--- src/hw/mxc_pkg.sv ---
// Package for the eight-line serial multiplexer control block.
// Assumes a 100 MHz system clock and a word-wide register port.
package mxc_pkg;
    localparam int          CLK_MHZ       = 100;
    localparam int          CLR_PULSE_US  = 15;
    localparam int          CLR_CYCLES    = CLR_PULSE_US * CLK_MHZ;
    localparam logic [10:0] CLR_CNT_LAST  = 11'(CLR_CYCLES - 1);
    // Word indices of the register port (byte offsets 0,2,4,6 divided by two).
    localparam logic [1:0]  A_CSR         = 2'h0;
    localparam logic [1:0]  A_RXBUF       = 2'h1;
    localparam logic [1:0]  A_TXCTL       = 2'h2;
    localparam logic [1:0]  A_MODEM       = 2'h3;
    // Control/status bit positions.
    localparam int          B_LOOP        = 3;
    localparam int          B_CLR         = 4;
    localparam int          B_SCAN        = 5;
    localparam int          B_RIE         = 6;
    localparam int          B_DONE        = 7;
    localparam int          B_LINE_LO     = 8;
    localparam int          B_FALM_MODE   = 12;
    localparam int          B_FALM        = 13;
    localparam int          B_TIE         = 14;
    localparam int          B_TX_LINE_READY        = 15;
    // Receive word fields.
    localparam int          B_VALID       = 15;
    localparam int          B_OVR         = 14;
    localparam int          B_FERR        = 13;
    localparam int          B_PERR        = 12;
    // Interrupt priority.
    localparam logic [2:0]  IRQ_LEVEL     = 3'h5;
    localparam logic [15:0] CSR_RESET     = 16'h0000;
    localparam int          FIFO_DEPTH    = 64;
    localparam int          FIFO_ALARM    = 16;
    localparam int          SCAN_DIV      = 100;
    localparam logic [6:0]  SCAN_DIV_LAST = 7'(SCAN_DIV - 1);
endpackage

--- src/hw/mxc_bus_if.sv ---
// Carrier between the control block and its receive FIFO.
// Assumes both ends share CLK_SYS.
`timescale 1ns/1ps
interface mxc_bus_if;
    logic        push;
    logic [15:0] push_word;
    logic        pop;
    logic [15:0] head;
    logic        empty;
    logic        full;
    logic [6:0]  count;
    logic        flush;
    modport ctl  (output push, push_word, pop, flush, input head, empty, full, count);
    modport fifo (input push, push_word, pop, flush, output head, empty, full, count);
endinterface

--- src/hw/mxc_rx_fifo.sv ---
// Receive character FIFO of the multiplexer.
// Assumes the control block never pushes while full or pops while empty.
`timescale 1ns/1ps
module mxc_rx_fifo
    import mxc_pkg::*;
(
    // Clock and reset.
    input wire logic CLK_SYS,
    input wire logic RSTN,
    // Control side.
    mxc_bus_if.fifo  q
);
    typedef struct packed {
        logic [5:0] rd;
        logic [5:0] wr;
        logic [6:0] cnt;
    } mxc_fifo_t;

    mxc_fifo_t   r;
    mxc_fifo_t   next_r;
    logic [15:0] mem [FIFO_DEPTH];

    assign q.head  = mem[r.rd];
    assign q.empty = (r.cnt == 7'h00);
    assign q.full  = (r.cnt == 7'(FIFO_DEPTH));
    assign q.count = r.cnt;

    always_comb begin
        next_r = r;
        if (q.flush) begin
            next_r = '0;
        end else begin
            if (q.push && !q.full) begin
                next_r.wr = r.wr + 6'h01;
            end
            if (q.pop && !q.empty) begin
                next_r.rd = r.rd + 6'h01;
            end
            next_r.cnt = r.cnt + 7'(q.push && !q.full) - 7'(q.pop && !q.empty);
        end
    end

    // Storage has no reset so it can map onto plain RAM.
    always_ff @(posedge CLK_SYS) begin
        if (q.push && !q.full && !q.flush) begin
            mem[r.wr] <= q.push_word;
        end
    end

    always_ff @(posedge CLK_SYS or negedge RSTN) begin
        if (!RSTN) begin
            r <= '0;
        end else begin
            r <= next_r;
        end
    end
endmodule

--- src/hw/mxc_ctrl.sv ---
// Control and status logic of an eight-line serial multiplexer.
// Assumes line-side character engines outside drive the per-line strobes.
//
// Decided for this implementation: the placing of the registers and the plain strobed port.
`timescale 1ns/1ps
module mxc_ctrl
    import mxc_pkg::*;
(
    // Clock and reset.
    input  wire logic        CLK_SYS,
    input  wire logic        RSTN,
    // Register port.
    input  wire logic [1:0]  ADDR,
    input  wire logic [15:0] WDATA,
    input  wire logic        WR,
    input  wire logic        RD,
    output logic      [15:0] RDATA,
    output logic             ACK,
    // Processor priority.
    input  wire logic [2:0]  CPU_PRIO,
    output logic             IRQ_RX,
    output logic             IRQ_TX,
    // Line side.
    input  wire logic [7:0]  TX_EMPTY,
    input  wire logic [7:0]  RX_AVAIL,
    input  wire logic [7:0]  RX_DATA,
    input  wire logic        RX_FERR,
    input  wire logic        RX_PERR,
    output logic      [7:0]  RX_TAKE,
    output logic      [7:0]  TX_LOAD,
    output logic      [7:0]  TX_CHAR,
    output logic      [7:0]  LINE_BREAK,
    output logic      [12:0] PARAM,
    output logic             PARAM_LOAD,
    output logic             LOOPBACK,
    output logic      [7:0]  DTR,
    input  wire logic [7:0]  CARRIER,
    input  wire logic [7:0]  RING
);
    typedef struct packed {
        logic        loop;
        logic        scan;
        logic        falm_mode;
        logic        rx_irq_enable;
        logic        tx_irq_enable;
        logic        done;
        logic        falm;
        logic        tx_line_ready;
        logic [2:0]  tline;
        logic [7:0]  tx_en;
        logic [7:0]  dtr;
        logic [7:0]  line_break_bits;
        logic        clr_busy;
        logic [10:0] clr_cnt;
        logic [2:0]  rx_line;
        logic [6:0]  div;
        logic [15:0] rdata;
        logic        ack;
        logic        irq_rx;
        logic        irq_tx;
        logic [7:0]  rx_take;
        logic [7:0]  tx_load;
        logic [7:0]  tx_char;
        logic [12:0] param;
        logic        param_load;
    } mxc_state_t;

    mxc_state_t r;
    mxc_state_t next_r;
    mxc_bus_if  q ();

    // First line set in mask, counting upward from start and wrapping past line 7.
    function automatic logic [3:0] pick(input logic [7:0] mask, input logic [2:0] start);
        logic [3:0] res;
        logic [2:0] idx;
        res = 4'h8;
        for (int i = 7; i >= 0; i--) begin
            idx = start + 3'(i);
            if (mask[idx]) begin
                res = {1'b0, idx};
            end
        end
        return res;
    endfunction

    logic [15:0] csr_word;
    logic [3:0]  tx_pick;
    logic [3:0]  rx_pick;
    logic        tick;

    mxc_rx_fifo u_fifo (
        .CLK_SYS (CLK_SYS),
        .RSTN    (RSTN),
        .q       (q)
    );

    always_comb begin
        csr_word                        = CSR_RESET;
        csr_word[B_LOOP]                = r.loop;
        csr_word[B_CLR]                 = r.clr_busy;
        csr_word[B_SCAN]                = r.scan;
        csr_word[B_RIE]                 = r.rx_irq_enable;
        csr_word[B_DONE]                = r.done;
        csr_word[B_LINE_LO +: 3]        = r.tline;
        csr_word[B_FALM_MODE]           = r.falm_mode;
        csr_word[B_FALM]                = r.falm;
        csr_word[B_TIE]                 = r.tx_irq_enable;
        csr_word[B_TX_LINE_READY]                = r.tx_line_ready;
    end

    always_comb begin
        next_r            = r;
        next_r.ack        = 1'b0;
        next_r.rx_take    = 8'h00;
        next_r.tx_load    = 8'h00;
        next_r.param_load = 1'b0;
        q.push            = 1'b0;
        q.push_word       = 16'h0000;
        q.pop             = 1'b0;
        q.flush           = 1'b0;
        tick              = (r.div == SCAN_DIV_LAST);
        next_r.div        = tick ? 7'h00 : r.div + 7'h01;
        // A line loaded last cycle still shows empty, so it is masked for that cycle.
        tx_pick           = pick(r.tx_en & TX_EMPTY & ~r.tx_load, r.tline + 3'h1);
        rx_pick           = pick(RX_AVAIL, r.rx_line);

        // Scanner runs only while enabled.
        if (r.scan && !r.clr_busy) begin
            // Ready reports an enabled line with an empty buffer.
            if (!r.tx_line_ready && tx_pick != 4'h8) begin
                next_r.tx_line_ready  = 1'b1;
                next_r.tline = tx_pick[2:0];
            end
            if (tick && rx_pick != 4'h8 && !q.full) begin
                q.push                  = 1'b1;
                q.push_word             = {1'b1, 1'b0, RX_FERR, RX_PERR, 1'b0,
                                           rx_pick[2:0], RX_DATA};
                next_r.rx_take[rx_pick[2:0]] = 1'b1;
                next_r.rx_line          = rx_pick[2:0] + 3'h1;
                // Alarm mode holds off done until the FIFO reaches the threshold.
                if (!r.falm_mode) begin
                    next_r.done = 1'b1;
                end
            end
        end
        // Ready falls once scanning stops or its line is no longer free.
        if (r.tx_line_ready && !(r.scan && r.tx_en[r.tline] && TX_EMPTY[r.tline])) begin
            next_r.tx_line_ready  = 1'b0;
            next_r.tline = 3'h0;
        end
        if (q.count >= 7'(FIFO_ALARM)) begin
            next_r.falm = 1'b1;
            if (r.falm_mode) begin
                next_r.done = 1'b1;
            end
        end

        // Register port; every access is answered next cycle.
        if (WR || RD) begin
            next_r.ack = 1'b1;
        end
        if (RD) begin
            if (ADDR == A_CSR) begin
                next_r.rdata = csr_word;
            end else if (ADDR == A_RXBUF) begin
                // Reading empties one word and re-arms done.
                next_r.rdata = q.empty ? 16'h0000 : q.head;
                q.pop        = !q.empty;
                // Outside alarm mode, a character pushed in this same cycle keeps done set.
                next_r.done  = q.push && !r.falm_mode;
                next_r.falm  = 1'b0;
            end else if (ADDR == A_TXCTL) begin
                next_r.rdata = {r.dtr, r.tx_en};
            end else begin
                next_r.rdata = {CARRIER, RING};
            end
        end
        if (WR) begin
            if (ADDR == A_CSR) begin
                // Only five bits store; status bits ignore writes.
                // A clear written beside them wins, so of the written bits only the clear bit shows set.
                next_r.loop      = WDATA[B_LOOP] && !WDATA[B_CLR];
                next_r.scan      = WDATA[B_SCAN] && !WDATA[B_CLR];
                next_r.falm_mode = WDATA[B_FALM_MODE] && !WDATA[B_CLR];
                next_r.rx_irq_enable       = WDATA[B_RIE] && !WDATA[B_CLR];
                next_r.tx_irq_enable       = WDATA[B_TIE] && !WDATA[B_CLR];
                if (WDATA[B_CLR]) begin
                    next_r.clr_busy = 1'b1;
                    next_r.clr_cnt  = 11'h000;
                end
            end else if (ADDR == A_RXBUF) begin
                // Write-only line parameters, passed straight to the lines.
                next_r.param      = WDATA[12:0];
                next_r.param_load = 1'b1;
            end else if (ADDR == A_TXCTL) begin
                next_r.tx_en = WDATA[7:0];
                next_r.dtr   = WDATA[15:8];
            end else begin
                // Transmit data goes to the line reported ready.
                next_r.line_break_bits     = WDATA[15:8];
                next_r.tx_char = WDATA[7:0];
                if (r.tx_line_ready) begin
                    next_r.tx_load[r.tline] = 1'b1;
                    next_r.tx_line_ready             = 1'b0;
                    next_r.tline            = 3'h0;
                end
            end
        end

        // Pulse length is counted so the bit stays visible while it runs.
        if (r.clr_busy) begin
            next_r.clr_cnt   = r.clr_cnt + 11'h001;
            next_r.loop      = 1'b0;
            next_r.scan      = 1'b0;
            next_r.falm_mode = 1'b0;
            next_r.rx_irq_enable       = 1'b0;
            next_r.tx_irq_enable       = 1'b0;
            next_r.done      = 1'b0;
            next_r.falm      = 1'b0;
            next_r.tx_line_ready      = 1'b0;
            next_r.tline     = 3'h0;
            next_r.tx_en     = 8'h00;
            next_r.line_break_bits       = 8'h00;
            next_r.rx_line   = 3'h0;
            q.flush          = 1'b1;
            q.pop            = 1'b0;
            // DTR latches are deliberately left alone here.
            if (r.clr_cnt == CLR_CNT_LAST) begin
                next_r.clr_busy = 1'b0;
            end
        end

        // Request only when the processor runs below level 5.
        next_r.irq_rx = r.done && r.rx_irq_enable && (CPU_PRIO < IRQ_LEVEL);
        next_r.irq_tx = r.tx_line_ready && r.tx_irq_enable && (CPU_PRIO < IRQ_LEVEL);
    end

    always_ff @(posedge CLK_SYS or negedge RSTN) begin
        if (!RSTN) begin
            r <= '0;
        end else begin
            r <= next_r;
        end
    end

    assign RDATA      = r.rdata;
    assign ACK        = r.ack;
    assign IRQ_RX     = r.irq_rx;
    assign IRQ_TX     = r.irq_tx;
    assign RX_TAKE    = r.rx_take;
    assign TX_LOAD    = r.tx_load;
    assign TX_CHAR    = r.tx_char;
    assign LINE_BREAK = r.line_break_bits;
    assign PARAM      = r.param;
    assign PARAM_LOAD = r.param_load;
    assign LOOPBACK   = r.loop;
    assign DTR        = r.dtr;
endmodule

--- config.mk ---
export PLATFORM = sky130hd
export DESIGN_NAME = mxc_ctrl
export DESIGN_NICKNAME = d
export VERILOG_FILES = /design/src/hw/mxc_pkg.sv /design/src/hw/mxc_bus_if.sv /design/src/hw/mxc_rx_fifo.sv /design/src/hw/mxc_ctrl.sv
export SDC_FILE = /design/constraint.sdc
export NUM_CORES = 1
export LEC_CHECK = 0
export BUFFER_PORTS_ARGS = -buffer_cell sky130_fd_sc_hd__buf_4
export CAP_MARGIN = 5
export CORE_MARGIN = 5
export CORE_UTILIZATION = 60
export CTS_CLUSTER_DIAMETER = 200
export CTS_CLUSTER_SIZE = 20
export DETAILED_ROUTE_END_ITERATION = 8
export PLACE_DENSITY = 0.82
export SLEW_MARGIN = 20
export SYNTH_ARGS = -nofsm -noshare
export SYNTH_HDL_FRONTEND = slang
export SYNTH_SLANG_ARGS = --single-unit
--- constraint.sdc ---
create_clock -name CLK_SYS -period 6.1 [get_ports CLK_SYS]
set_input_delay 1.22 -clock CLK_SYS [delete_from_list [all_inputs] [get_ports CLK_SYS]]
set_output_delay 1.22 -clock CLK_SYS [all_outputs]
set_load 0.05 [all_outputs]
==> results.tsv, run 1 <==
stage	metric	value	unit
floorplan	core-area	0.0715	mm2
sta	hold_ws	472	ps
min_path	hold_path_end	r[57]	
setup_path	endpoint_kind	flop	
setup_path	r2r-end	u_fifo.mem[33][2]	
synth	yosysTopAreaCell	edfxtp_1	
route	via_per_inst	6.67	
floorplan	core.rowCount	98	
sta	layout_min_cycle_time	5560	ps
setup_path	cp.arrival	5900	ps
route	antenna_left	0	
floorplan	dieArea	0.0774	mm2
cts	cts.sink_count	1029	
synth	synth_area_per_cell	18.8	um2
sta	hold_violations	0	
setup_path	reg2reg_slack	540	ps
power_and_ir_drop	leakagePower	12.6	nW
sta	slew_violations	0	
global_route	grt_overflow_total	0	
cts	clock_tree.root_cell	clkbuf_16	
synth	ys.flop_type	edfxtp_1	
setup_path	cp_common_cell	nor2_1	
route	drtIter0Drc	3011	
cts	ctsLongestPathBuffers	3	
sta	fmax	0.180	GHz
global_route	use_met1	36.7	%
synth	synth_area_leaders	edfxtp_1, mux4_2, dfrtp_1	
setup_path	worstPathRequired	6430	ps
synth	ys_warn_count	0	
floorplan	die_h	278	um
synth	syn_area	0.0432	mm2
outcome	status	completed	
power_and_ir_drop	ir_drop	0.333	mV
sta	worst_pin_slew	979	ps
synth	synth_seq_cells	1029	
synth	async_flop_share	12.9	%
floorplan	fp.dieW	278	um
sta	relSlewSlack	34.7	%
min_path	hold_class	flop to flop	
sta	rsz0062_at_grt	no	
setup_path	cp_slowest_cell	ha_1	
cts	cts_max_level	2	
global_route	grt_max_degree	94	
cts	clk_pin_slew	90	ps
setup_path	cp-start-kind	flop	
min_path	whs_path_depth	1	
setup_path	crit_family	simple AND/OR/NAND/NOR gates	
sta	clock_skew	20.9	ps
cts	cts_buffers	57	
synth	yosys.area.top_type_share	62.3	%
global_route	first_global_vias	22600	
synth	yosysMostFrequentCell	edfxtp_1	
route	drc_errors	0	
synth	synth_cell_types	78	
cts	ctsHoldBuffers	0	
final_layout	area_growth	8.70	%
cts	cts_setup_buffers	0	
global_route	grt_pass1_wl	148000	um
global_route	grtUsageMet2	41.1	%
route	routedWlPerCell	29.0	um
setup_path	crit_path_cell_trace	clkinv_1 > ha_1 > mux2_2 > a221oi_1 > a32oi_1 > nor2_1 > nand4_1 > and3_1 > ha_1 > nand3_1 > o311ai_4 > buf_4 > nor2_1 > nand3b_1 > nor2_1 > buf_4	
flow_run	maxCapViolCount	0	
route	routed_wl	98100	um
setup_path	worstSetupPathType	flop to flop	
setup_path	worstRegToRegCells	16	
placement	dpl.hpwl	63600	um
global_route	grt_busiest_layer	met2	
floorplan	initial_core_util	60.4	%
sta	finalSetupViolCount	0	
global_route	antenna_found_initial	4	
cts	cts_tree	done	
synth	synth_common_cells	edfxtp_1, mux4_2, nand2_1, nor2_1, dfrtp_1	
floorplan	ios	141	
sta	fin_crit_sh	91.2	%
synth	synth-edff-count	896	
route	drt_pass1_iterations	8	
setup_path	r2r-start	r[65]	
synth	syn_nets	2389	
placement	io_buffers	140	
synth	yosysSeqAreaShare	70.0	%
route	vias	22500	
global_route	grt_use_total	25.2	%
final_layout	drive_gt1_share	28.7	%
setup_path	max_stage_delay	690	ps
setup_path	path_buf_inv	3	
power_and_ir_drop	power_density	257	mW/mm2
setup_path	cp_max_fo	14	
global_route	met3_usage	4.09	%
cts	worstSkewPairLatency	660	ps
cts	cts_resized	0	
sta	setup_tns	0	ps
final_layout	layout.nets	2498	
placement	globalplace.congestion	0.903	
min_path	hold_start	r[57]	
synth	syn_inst	2294	
[worst register-to-register path: stages (launching register included)]
cell,delay [ps]
dfrtp_1,370
clkinv_1,220
ha_1,690
mux2_2,440
a221oi_1,350
a32oi_1,280
nor2_1,220
nand4_1,110
and3_1,310
ha_1,240
nand3_1,130
o311ai_4,120
buf_4,240
nor2_1,300
nand3b_1,540
nor2_1,380
buf_4,310
[metal layers]
layer	vias up	share of wire [%]
met1	11800	39
met3	138	9.0
met2	1256	49
met4	2	2.5
li1	9325	-
met5	-	0.013
[layout make-up]
class,instances,area [um2]
sequential,1029,30200
fill,4503,24600
multi-input combinational,1036,11800
timing repair buffer,244,2000
clock buffer,76,1500
tap,950,1190
inverter,35,131
clock inverter,3,62.6
antenna,3,7.51
[power breakdown]
group / switching, W / total, W / internal [W]
logic: 0.000364 / 0.000549 / 0.000185
clock network: 0.00212 / 0.00384 / 0.00172
registers: 0.0000588 / 0.00767 / 0.00761
total: 0.00254 / 0.0121 / 0.00952
[cell usage in the layout, fill, tap and decap left out, drive strengths merged, types with 15 or more instances in the layout]
cell    Yosys  routed
nand3b     15      15
clkbuf     77      76
xor2       16      16
mux4      317     317
a21oi      49      49
inv        34      33
nand3      26      26
nand2     140     140
buf       117     244
o21ai      33      33
mux2i      45      45
o311ai     16      16
nor2      134     134
edfxtp    896     896
ha         27      27
mux2       37      37
nor3       15      15
dfrtp     133     133
[registers in the layout, summed over array words and instances, names as in the netlist]
name            cells
u_fifo.mem        896
r                  29
RDATA              16
PARAM              13
u_fifo.r           12
csr_word           11
DTR                 8
LINE_BREAK          8
RX_TAKE             8
TX_CHAR             8
TX_LOAD             8
u_fifo.q.count      7
ACK                 1
IRQ_RX              1
IRQ_TX              1
LOOPBACK            1
PARAM_LOAD          1
[logic make-up after synthesis]
family	share of synthesized area, %
flip-flops	70.0
AO/OA/AOI/OAI	2.72
AND/OR/NAND/NOR	4.44
XOR/XNOR	0.695
adder cells (fa/ha/maj)	0.829
multiplexers	18.6
buffers and inverters	2.73
[worst max path at each step]
stage,startpoint,endpoint,slack (ps),cells past startpoint
after floorplan,r[65],u_fifo.mem[0][8],740,16
after global placement,RX_AVAIL[1],u_fifo.q.count[6],730,19
after detailed placement,RX_AVAIL[1],u_fifo.mem[16][8],640,14
after CTS,r[65],u_fifo.mem[33][2],730,16
after global routing,r[65],u_fifo.mem[33][12],310,16
final,r[65],u_fifo.mem[33][2],540,16
[per-stage QoR]
step | worst slack (ps) | instances | area [um2] | utilization [%] | power (W)
floorplan | 744 | 2294 | 43200 | - | 0.00824
global placement | 730 | 3294 | 45400 | 63.4 | 0.00836
detailed placement | 637 | 3294 | 45400 | 63.5 | 0.00838
CTS | 729 | 3373 | 46900 | 65.6 | 0.0121
global route | 311 | 3373 | 46900 | 65.6 | 0.0125
finish | 538 | 3376 | 46900 | 65.7 | 0.0121
Power figures use the tool's default switching activity.
==> inputs of run 2 (changes only) <==
BUFFER_PORTS_ARGS = not set   (was -buffer_cell sky130_fd_sc_hd__buf_4)
DONT_BUFFER_PORTS = 1   (was not set)
GPL_TIMING_DRIVEN = 0   (was not set)
PLACE_DENSITY = 0.81   (was 0.82)
==> run 2 against run 1 <==
  * The run now ends with DRC left
  * Total power grew 0.10%
  * Fmax shrank 5.2%
  * Utilization grew 0.26 points
  * First-iteration DRC count grew 16%
  * Worst hold slack lost 220 ps
  * Critical path type unchanged
  * Largest power group unchanged
  * Highest routed layer unchanged
==> results.tsv, run 2 (synthesis results as in run 1) <==
stage	metric	value	unit
outcome	status	complete, but fails checks	
outcome	failed_checks	DRC	
global_route	first_global_vias	23500	
global_route	grt_use_total	28.4	%
route	routedWlPerCell	32.8	um
sta	fin_crit_sh	96.2	%
setup_path	cp_common_cell	buf_4	
cts	cts_tree	done	
power_and_ir_drop	p_sw	0.00257	W
cts	clk_pin_slew	90	ps
sta	relSlewSlack	30.6	%
route	drt_pass1_iterations	8	
cts	ctsHoldBuffers	0	
final_layout	area_growth	9.13	%
route	drc_errors	2	
setup_path	cp_max_fo	14	
floorplan	dieArea	0.0774	mm2
setup_path	max_stage_delay	660	ps
final_layout	layout_common_cells	edfxtp_1, mux4_2, nand2_1	
route	antenna_left	0	
setup_path	cp.arrival	6160	ps
min_path	hold_class	input pin to asynchronous set/reset pin	
setup_path	path_buf_inv	6	
power_and_ir_drop	clockPowerShare	32.3	%
placement	io_buffers	0	
final_layout	layout_commonest_cell	edfxtp_1	
sta	layout_min_cycle_time	5870	ps
floorplan	core-area	0.0715	mm2
placement	dpl.hpwl	72300	um
final_layout	layout.nets	2500	
placement	globalplace.congestion	0.929	
setup_path	cp-start-kind	flop	
sta	hold_ws	251	ps
route	via_per_inst	6.99	
global_route	grt_overflow_total	0	
power_and_ir_drop	share_comb_of_total_power	4.1	%
cts	worstSkewPairLatency	660	ps
sta	finalSetupViolCount	0	
power_and_ir_drop	power_density	256	mW/mm2
setup_path	cp_slowest_cell	nor2_4	
final_layout	largest_reg_flops	896	
floorplan	initial_core_util	60.4	%
setup_path	worstPathRequired	6390	ps
sta	clock_skew	24.8	ps
setup_path	endpoint_kind	flop	
power_and_ir_drop	p_int	0.00950	W
global_route	antenna_found_initial	6	
setup_path	crit_family	simple AND/OR/NAND/NOR gates	
final_layout	drive_gt1_share	27.8	%
sta	slew_violations	0	
power_and_ir_drop	p_sw_share	21.3	%
setup_path	worstRegToRegCells	19	
sta	worst_pin_slew	1040	ps
final_layout	fin_util	65.9	%
setup_path	worstSetupPathType	flop to flop	
floorplan	fp.dieW	278	um
setup_path	crit_path_cell_trace	clkbuf_4 > buf_4 > clkinv_2 > ha_2 > buf_4 > mux2_2 > a221oi_1 > a32oi_2 > nor2_1 > nand4_1 > and3_1 > buf_2 > ha_1 > nand3_1 > o311ai_4 > buf_4 > nor2_1 > nand2_1 > nor2_4	
cts	clock_tree.root_cell	clkbuf_16	
sta	hold_violations	0	
floorplan	core.rowCount	98	
final_layout	regMostFlops	u_fifo.mem	
cts	cts_max_level	2	
floorplan	ios	141	
cts	ctsLongestPathBuffers	3	
setup_path	worst-path-stages	19	
route	routed_wl	111000	um
sta	fmax	0.170	GHz
global_route	grt_pass1_wl	161000	um
power_and_ir_drop	leakagePower	12.3	nW
power_and_ir_drop	ir_drop	0.261	mV
route	drtIter0Drc	3499	
floorplan	die_h	278	um
cts	cts.sink_count	1029	
power_and_ir_drop	seqPwrFrac	63.6	%
cts	cts_buffers	57	
global_route	grt_max_degree	134	
route	vias	23700	
flow_run	maxCapViolCount	0	
run 2: cell types whose count changed in the layout (fill, tap and decap cells not counted), sizes merged:
cell / before / now
clkbuf: 76 / 157
buf: 244 / 167
inv: 33 / 35
clkinv: 5 / 4
diode: 3 / 4
run 2: area by class of cell:
| class | instances | area [um2] |
|---|---|---|
| clock buffers | 78 | 1510 |
| plain buffers | 194 | 1060 |
| clock inverters | 4 | 57.6 |
| inverters | 35 | 133 |
| repair buffers | 52 | 787 |
| well taps | 950 | 1190 |
| fillers | 4479 | 24400 |
| flip-flops and latches | 1029 | 30200 |
| multi-input cells | 1036 | 12100 |
| diodes | 4 | 10.0 |
run 2: power groups by stage:
stage | combinational (W) | clock, W | sequential (W)
finish | 0.000496 | 0.00390 | 0.00767
global route | 0.000523 | 0.00421 | 0.00768
CTS | 0.000493 | 0.00391 | 0.00767
detailed placement | 0.000490 | 0 | 0.00783
global placement | 0.000479 | 0 | 0.00782
floorplan | 0.000434 | 0 | 0.00781
run 2: path summary, 6_finish.rpt:
check                                   end  startpoint  slack, ps
hold reg to reg                       r[57]       r[57]        490
setup / recovery           u_fifo.mem[8][8]       r[65]        230
hold / removal                     PARAM[0]        RSTN        250
max in group asynchronous          RDATA[2]        RSTN       5600
setup reg to reg           u_fifo.mem[8][8]       r[65]        230
min in group CLK_SYS                  r[57]       r[57]        490
run 2: repair_timing:
| item | CTS | global route |
|---|---|---|
| gates resized for setup | 29 | 14 |
| pin swaps | 10 | 6 |
| setup endpoints to repair | 536 | 235 |
| setup buffers | 20 | 8 |
run 2: metal layers:
| layer | wire length [um] | global-route usage, % | vias to the layer above |
|---|---|---|---|
| met1 | 37700 | 37.6 | 12200 |
| met4 | 4800 | 9.80 | 6 |
| met2 | 55100 | 47.3 | 1785 |
| met5 | 68 | 0 | - |
| li1 | - | - | 9353 |
| met3 | 13300 | 6.80 | 290 |
run 2: worst reg2reg max path, stage by stage (launching register included):
cell and delay [ps]:
dfrtp_1 360, clkbuf_4 220, buf_4 210, clkinv_2 160, ha_2 420, buf_4 210
mux2_2 390, a221oi_1 330, a32oi_2 180, nor2_1 150, nand4_1 100, and3_1 180
buf_2 180, ha_1 210, nand3_1 140, o311ai_4 190, buf_4 290, nor2_1 300
nand2_1 620, nor2_4 660
run 2: stage by stage:
| stage | instance area, um2 | cells | setup slack (ps) | setup TNS (ps) | power (W) |
|---|---|---|---|---|---|
| 6_report | 47100 | 3382 | 233 | 0 | 0.0121 |
| 5_1_grt | 47100 | 3378 | -50.8 | -1430 | 0.0124 |
| 4_1_cts | 46900 | 3370 | 53.4 | 0 | 0.0121 |
| 3_5_place_dp | 45000 | 3268 | -634 | -41880 | 0.00832 |
| 3_3_place_gp | 44400 | 3244 | -1950 | -632160 | 0.00830 |
| 2_1_floorplan | 43200 | 2294 | 744 | 0 | 0.00824 |
